## src/logic/dsg_pkg.sv

```systemverilog
// Package for the deep-sleep clock gating register block.
// Assumes a single 32-bit AHB-Lite slave on one system clock.
package dsg_pkg;

	// Register offsets (byte addresses within the system control window).
	localparam logic [11:0] DSG_OFF_RUN = 12'h104;
	localparam logic [11:0] DSG_OFF_SLEEP = 12'h114;
	localparam logic [11:0] DSG_OFF_DEEP = 12'h124;
	localparam logic [11:0] DSG_OFF_MODE = 12'h060;
	localparam logic [31:0] DSG_BASE = 32'h400fe000;

	// Writable gate bits; every other bit is reserved and reads zero.
	localparam logic [31:0] DSG_GATE_MASK = 32'h07071117;
	localparam logic [31:0] DSG_GATE_RESET = 32'h00000000;

	// Bit positions of the gate enables.
	localparam int DSG_BIT_CMP2 = 26;
	localparam int DSG_BIT_CMP1 = 25;
	localparam int DSG_BIT_CMP0 = 24;
	localparam int DSG_BIT_TMR2 = 18;
	localparam int DSG_BIT_TMR1 = 17;
	localparam int DSG_BIT_TMR0 = 16;
	localparam int DSG_BIT_TWP = 12;
	localparam int DSG_BIT_ENC = 8;
	localparam int DSG_BIT_SSP = 4;
	localparam int DSG_BIT_SER2 = 2;
	localparam int DSG_BIT_SER1 = 1;
	localparam int DSG_BIT_SER0 = 0;

	// Mode register field: the auto gating select bit only.
	localparam int DSG_BIT_AUTO = 27;
	localparam logic [31:0] DSG_MODE_MASK = 32'h08000000;

	// Power modes that choose which gate set applies.
	typedef enum logic [2:0] {
		DSG_PM_RUN = 3'b001,
		DSG_PM_SLEEP = 3'b010,
		DSG_PM_DEEP = 3'b100
	} dsg_pm_e;

	// Captured address phase of an AHB-Lite transfer.
	typedef struct packed {
		logic valid;
		logic write;
		logic [11:0] offset;
	} dsg_aphase_s;

endpackage

```

## src/logic/dsg_gate_sel.sv

```systemverilog
// Selects which gate set drives the unit clock enables.
// Assumes all inputs come from registers on the same clock.
`timescale 1ns/100ps
`default_nettype none
module dsg_gate_sel (
	input wire logic auto_gating_select,
	input wire dsg_pkg::dsg_pm_e mode,
	input wire logic [31:0] run_gate,
	input wire logic [31:0] sleep_gate,
	input wire logic [31:0] deep_gate,
	output logic [31:0] gate
);

	// Sleep and deep sets apply only with auto gating; else run set.
	always_comb begin
		gate = run_gate;
		if (auto_gating_select) begin
			unique case (mode)
				dsg_pkg::DSG_PM_RUN: gate = run_gate;
				dsg_pkg::DSG_PM_SLEEP: gate = sleep_gate;
				dsg_pkg::DSG_PM_DEEP: gate = deep_gate;
				default: gate = run_gate;
			endcase
		end
	end

endmodule
`default_nettype wire

```

## src/logic/dsg_top.sv

```systemverilog
// Deep-sleep clock gating register with its run and sleep companions.
// Assumes an AHB-Lite master on clk_sys and a power manager giving mode.
//
// Functional notes
// - Set bit clocks and enables its unit.
// - Clear bit: unit off, access faults.
// - Register resets to all zero.
// - Run, sleep, deep sets per mode.
// - Sleep and deep sets need auto gating select.
// - Comparators two..zero at bits 26..24.
// - Serial ports one, zero at bits 1, 0.
// - Reserved bits read zero, ignore writes.
// - Deep register decoded at offset 0x124.
`timescale 1ns/100ps
`default_nettype none
module dsg_top (
	input wire logic clk_sys,
	input wire logic rst,
	input wire logic hsel,
	input wire logic [31:0] haddr,
	input wire logic [1:0] htrans,
	input wire logic hwrite,
	input wire logic [2:0] hsize,
	input wire logic [31:0] hwdata,
	input wire logic hready,
	output logic [31:0] hrdata,
	output logic hreadyout,
	output logic hresp,
	input wire dsg_pkg::dsg_pm_e power_mode,
	input wire logic [31:0] unit_access,
	output logic [31:0] unit_clk_en,
	output logic [31:0] unit_fault
);

	////////////////////////////////////////////////////////////////////
	// Address phase capture.

	dsg_pkg::dsg_aphase_s aph_d;
	dsg_pkg::dsg_aphase_s aph_q;

	// Only whole-word NONSEQ and SEQ transfers are taken; others are idle.
	always_comb begin
		aph_d.valid = hsel && hready && htrans[1] && (hsize == 3'h2);
		aph_d.write = hwrite;
		aph_d.offset = haddr[11:0];
	end

	always_ff @(posedge clk_sys or posedge rst) begin
		if (rst) begin
			aph_q <= '0;
		end else begin
			aph_q <= aph_d;
		end
	end

	////////////////////////////////////////////////////////////////////
	// Register file.

	logic [31:0] run_gate_reg_one_q, run_gate_reg_one_d;
	logic [31:0] sleep_gate_reg_one_q, sleep_gate_reg_one_d;
	logic [31:0] deep_sleep_gate_reg_one_q, deep_sleep_gate_reg_one_d;
	logic [31:0] run_clock_config_reg_q, run_clock_config_reg_d;
	logic [31:0] hrdata_d;

	// Keeps only implemented bits so reserved bits stay zero.
	function automatic logic [31:0] dsg_keep(input logic [31:0] v, input logic [31:0] m);
		dsg_keep = v & m;
	endfunction

	// Write decode in the data phase; reads return the stored value.
	always_comb begin
		run_gate_reg_one_d = run_gate_reg_one_q;
		sleep_gate_reg_one_d = sleep_gate_reg_one_q;
		deep_sleep_gate_reg_one_d = deep_sleep_gate_reg_one_q;
		run_clock_config_reg_d = run_clock_config_reg_q;
		hrdata_d = 32'h00000000;
		if (aph_q.valid && aph_q.write) begin
			unique case (aph_q.offset)
				dsg_pkg::DSG_OFF_RUN:
					run_gate_reg_one_d = dsg_keep(hwdata, dsg_pkg::DSG_GATE_MASK);
				dsg_pkg::DSG_OFF_SLEEP:
					sleep_gate_reg_one_d = dsg_keep(hwdata, dsg_pkg::DSG_GATE_MASK);
				dsg_pkg::DSG_OFF_DEEP:
					deep_sleep_gate_reg_one_d = dsg_keep(hwdata, dsg_pkg::DSG_GATE_MASK);
				dsg_pkg::DSG_OFF_MODE:
					run_clock_config_reg_d = dsg_keep(hwdata, dsg_pkg::DSG_MODE_MASK);
				default: ;
			endcase
		end
		// Read data is prepared from the address phase so it stands in the data phase.
		if (aph_d.valid && !aph_d.write) begin
			unique case (aph_d.offset)
				dsg_pkg::DSG_OFF_RUN: hrdata_d = run_gate_reg_one_d;
				dsg_pkg::DSG_OFF_SLEEP: hrdata_d = sleep_gate_reg_one_d;
				dsg_pkg::DSG_OFF_DEEP: hrdata_d = deep_sleep_gate_reg_one_d;
				dsg_pkg::DSG_OFF_MODE: hrdata_d = run_clock_config_reg_d;
				default: hrdata_d = 32'h00000000;
			endcase
		end
	end

	// Gate bits 26..24, 18..16, 12, 8, 4, 2..0 and mode bit 27 are the only register storage.
	always_ff @(posedge clk_sys or posedge rst) begin
		if (rst) begin
			run_gate_reg_one_q <= dsg_pkg::DSG_GATE_RESET;
			sleep_gate_reg_one_q <= dsg_pkg::DSG_GATE_RESET;
			deep_sleep_gate_reg_one_q <= dsg_pkg::DSG_GATE_RESET;
			run_clock_config_reg_q <= 32'h00000000;
			hrdata <= 32'h00000000;
		end else begin
			run_gate_reg_one_q <= run_gate_reg_one_d;
			sleep_gate_reg_one_q <= sleep_gate_reg_one_d;
			deep_sleep_gate_reg_one_q <= deep_sleep_gate_reg_one_d;
			run_clock_config_reg_q <= run_clock_config_reg_d;
			hrdata <= hrdata_d;
		end
	end

	// Zero-wait slave: every transfer completes OKAY in one data cycle.
	always_ff @(posedge clk_sys or posedge rst) begin
		if (rst) begin
			hreadyout <= 1'b1;
			hresp <= 1'b0;
		end else begin
			hreadyout <= 1'b1;
			hresp <= 1'b0;
		end
	end

	////////////////////////////////////////////////////////////////////
	// Gate set selection and unit enables.

	logic [31:0] gate_sel;
	logic [31:0] unit_clk_en_d;
	logic [31:0] unit_fault_d;

	dsg_gate_sel u_sel (
		.auto_gating_select(run_clock_config_reg_q[dsg_pkg::DSG_BIT_AUTO]),
		.mode(power_mode),
		.run_gate(run_gate_reg_one_q),
		.sleep_gate(sleep_gate_reg_one_q),
		.deep_gate(deep_sleep_gate_reg_one_q),
		.gate(gate_sel)
	);

	// A gated-off unit that sees an access raises a fault one cycle later, held while the access lasts.
	// Enables are registered, so a new setting reaches units one cycle late.
	always_comb begin
		unit_clk_en_d = gate_sel & dsg_pkg::DSG_GATE_MASK;
		unit_fault_d = unit_access & ~unit_clk_en_d & dsg_pkg::DSG_GATE_MASK;
	end

	always_ff @(posedge clk_sys or posedge rst) begin
		if (rst) begin
			unit_clk_en <= 32'h00000000;
			unit_fault <= 32'h00000000;
		end else begin
			unit_clk_en <= unit_clk_en_d;
			unit_fault <= unit_fault_d;
		end
	end

endmodule
`default_nettype wire

```

## config.mk

```make
export PLATFORM = sky130hd
export DESIGN_NAME = dsg_top
export DESIGN_NICKNAME = d
export VERILOG_FILES = /design/src/logic/dsg_pkg.sv /design/src/logic/dsg_gate_sel.sv /design/src/logic/dsg_top.sv
export SDC_FILE = /design/constraint.sdc
export NUM_CORES = 1
export LEC_CHECK = 0
export BUFFER_PORTS_ARGS = -buffer_cell sky130_fd_sc_hd__buf_2
export CAP_MARGIN = 30
export CORE_ASPECT_RATIO = 1.75
export CORE_MARGIN = 2
export CORE_UTILIZATION = 57
export CTS_CLUSTER_DIAMETER = 100
export DETAILED_ROUTE_END_ITERATION = 16
export GPL_TIMING_DRIVEN = 0
export PLACE_DENSITY = 0.91
export SLEW_MARGIN = 20
export SYNTH_ARGS = -nofsm -noshare
export SYNTH_HDL_FRONTEND = slang
export SYNTH_SLANG_ARGS = --single-unit
```

## constraint.sdc

```tcl
create_clock -name clk_sys -period 8.6 [get_ports clk_sys]
set_clock_uncertainty 0.1 [all_clocks]
set_input_delay 0 -clock clk_sys [delete_from_list [all_inputs] [get_ports clk_sys]]
set_output_delay 0 -clock clk_sys [all_outputs]
set_load 0.01 [all_outputs]
```

==> impl_metrics.tcl <==
set metrics [dict create \
    clk_pin_slew_worst_paths_ns 0.07 \
    grt_pass1_vias 6670 \
    vias 6239 \
    ys.warnings.count 0 \
    cts_buffers 17 \
    die_w_um 92.49 \
    cts_tree "done" \
    worst_ir_drop_vdd_mv 0.1227 \
    areaGrowthSynthToFinish_pct 25.64 \
    cts_max_level 4 \
    fin_nets 962 \
    rsz0062_at_grt "no" \
    finalHoldViolCount 0 \
    drv_slew 0 \
    final_util_pct 73.34 \
    placed_area_sq_um 8735 \
    crit_arrival_ns 3.03 \
    post_cts_resize_count 0 \
    cts_buffer_depth 2 \
    setup_viol_count_final 0 \
    relSlewSlack_pct 47.23 \
    synth.top_cells.by_area "dfrtp_1, a22oi_1, buf_4" \
    ys.flop_type "dfrtp_1" \
    gp_congestion 0.8019 \
    cap_violations 0 \
    crit_type "register to register" \
    root_buffer "clkbuf_16" \
    min_to "unit_clk_en[26]" \
    synth_top_area_share_pct 63.43 \
    post-route-period-util_pct 33.19 \
    r2r-end "hrdata[16]" \
    cp-end-kind "register" \
    timing.rr.start "aph_q[11]" \
    synth.distinct_cells 39 \
    clk_latency_ns 0.44 \
    wirelength_um 22720 \
    routedWlPerCell_um 21.83 \
    syn_avg_cell_area_sq_um 12.09 \
    ys_seq_area_share_pct 63.43 \
    hold_path_depth 5 \
    status "finished clean" \
    grt_util_all_layers_pct 31.71 \
    timing.hold.ws_ns 0.05031 \
    die_y_um 158.9 \
    path_depth 6 \
    worst-path-buf-inv 1 \
    p_leak_nw 4.815 \
    path_cells "nor4_1, nand4_1, buf_4, mux2_2, a22oi_1, a31oi_1" \
    p_per_area_nw_per_um2 197.8 \
    first_pass_iters 7 \
    initial_core_util_pct 58.37 \
    overflow 0 \
    fin_ws_ns 5.746 \
    cp_max_fo 10 \
    dieArea_sq_um 14690 \
    grt_max_degree 111 \
    min_period_ns 2.854 \
    r2r_cells 6 \
    crit_family "simple AND/OR/NAND/NOR gates" \
    max_freq_mhz 350.4 \
    synth_largest_area_cell "dfrtp_1" \
    hp-class "primary input to register" \
    worst_pin_slew_ns 0.7915 \
    antenna_found_initial 1 \
    post_drt_via_cell_ratio 5.993 \
    worst_path_max_delay_cell "nand4_1" \
    syn_area_sq_um 7811 \
    netlist_instances 646 \
    crit_required_ns 8.78 \
    hp-start "power_mode[1]" \
    antenna_left 0 \
    finalInstanceArea_sq_um 9814 \
    slowest_delay_ns 0.56 \
    hpwlAfterDp_um 12410 \
    post-place-ws_ns 5.927 \
    grt_pass1_wl_um 35180 \
    synth_edf_count 0 \
    yosys_register_bits 198 \
    setup-tns-final_ns 0 \
    clock_sinks 198 \
    drt-initial-drc-count 696 \
    core-area_sq_um 13380 \
    async_reset_ff_share_pct 100.0 \
    drc 0 \
    io_pins 207 \
    cp-start-kind "register" \
    drive_gt1_share_pct 24.83 \
    rrSetupSlack_ns 5.75 \
    port-buffer-count 104 \
    rows 56 \
]
## metal layers
metal / GRT usage [%] / up-vias / wire length (um)
met4: 22.86 / 0 / 1653
met5: 0 / - / 0
met2: 55.04 / 494 / 12000
met1: 33.12 / 3031 / 7304
met3: 6.689 / 162 / 1762
li1: - / 2552 / -
## kinds of logic (layout without fill, tap and decap cells)
kind of cell / after synthesis / in the layout / share of synthesized area, %
compound gates: 121 / 121 / 10.72
buf+inv: 80 / 260 / 5.975
other cells: 2 / 43 / 0.09614
flops: 198 / 198 / 63.43
mux: 25 / 25 / 3.652
simple gates: 220 / 220 / 16.13
## synthesized netlist by cell type (5+ instances only)
master and number:
nand3_1 14, and2_1 41, a22o_1 12, nand2_1 68
a21oi_1 19, dfrtp_1 198, nand4_1 5, mux2_2 24
buf_4 43, clkbuf_1 29, o21ai_0 13, and3_1 12
nor2b_1 48, a21o_1 12, a22oi_1 50, and2b_1 6
a31oi_1 13
## cells in the final DEF (no fill, tap or decap), drive strengths merged, types with 6 or more instances in the layout
cell type,netlist,final
conb,2,42
and3,12,12
nand3,14,14
dfrtp,198,198
a21oi,19,19
nand2,68,68
o21ai,13,13
a22o,12,12
and2b,6,6
a22oi,50,50
clkbuf,29,50
a21o,12,12
mux2,25,25
and2,41,41
a31oi,13,13
buf,47,152
nor2b,48,48
dlygate4sd3,0,43
## registers in the layout, summed over array words and instances, names as in the netlist
register,cells
hrdata,32
unit_clk_en,12
deep_sleep_gate_reg_one_q,32
unit_fault,12
aph_q,14
run_gate_reg_one_q,32
sleep_gate_reg_one_q,32
run_clock_config_reg_q,32
## cell type report
| type | instances | area, sq um |
|---|---|---|
| flip-flops and latches | 198 | 4955 |
| fillers | 755 | 3568 |
| multi-input cells | 408 | 2540 |
| repair buffers | 148 | 978.4 |
| plain buffers | 76 | 451.7 |
| clock buffers | 21 | 450.4 |
| well taps | 174 | 217.7 |
| clock inverters | 11 | 196.4 |
| inverters | 4 | 22.52 |
| diodes | 1 | 2.502 |
## timing repair
action / CTS / global route
setup endpoints to repair: 0 / 0
endpoints found under the hold margin: 166 / 0
hold buffers: 43 / 0
setup buffers: 0 / 0
## tightest hold or removal path, delay by kind of cell
kind,cells,cell delay [ns]
and+or+nand+nor,3,0.22
buffers and inverters,1,0.09
AOI/OAI and AO/OA,1,0.24
## power breakdown
part,switching [W],internal [W]
logic,0.0000609,0.0000502
registers,0.00000792,0.000945
clock network,0.000351,0.000526
total,0.000420,0.00152
## metrics by stage
step / instances / total power, W
after floorplan: 686 / 0.001027
after global placement: 964 / 0.001054
after detailed placement: 965 / 0.001058
after CTS: 1040 / 0.001930
after global routing: 1041 / 0.001989
final: 1041 / 0.001941
## worst max-delay path by stage
stage	from	endpoint	slack, ns
floorplan	rst	aph_q[0]	3.10
global placement	rst	unit_clk_en[18]	1.42
detailed placement	aph_q[11]	hrdata[16]	5.93
CTS	aph_q[11]	hrdata[17]	5.83
global route	aph_q[11]	hrdata[17]	5.68
finish	aph_q[11]	hrdata[16]	5.75
Power figures use the tool's default switching activity.
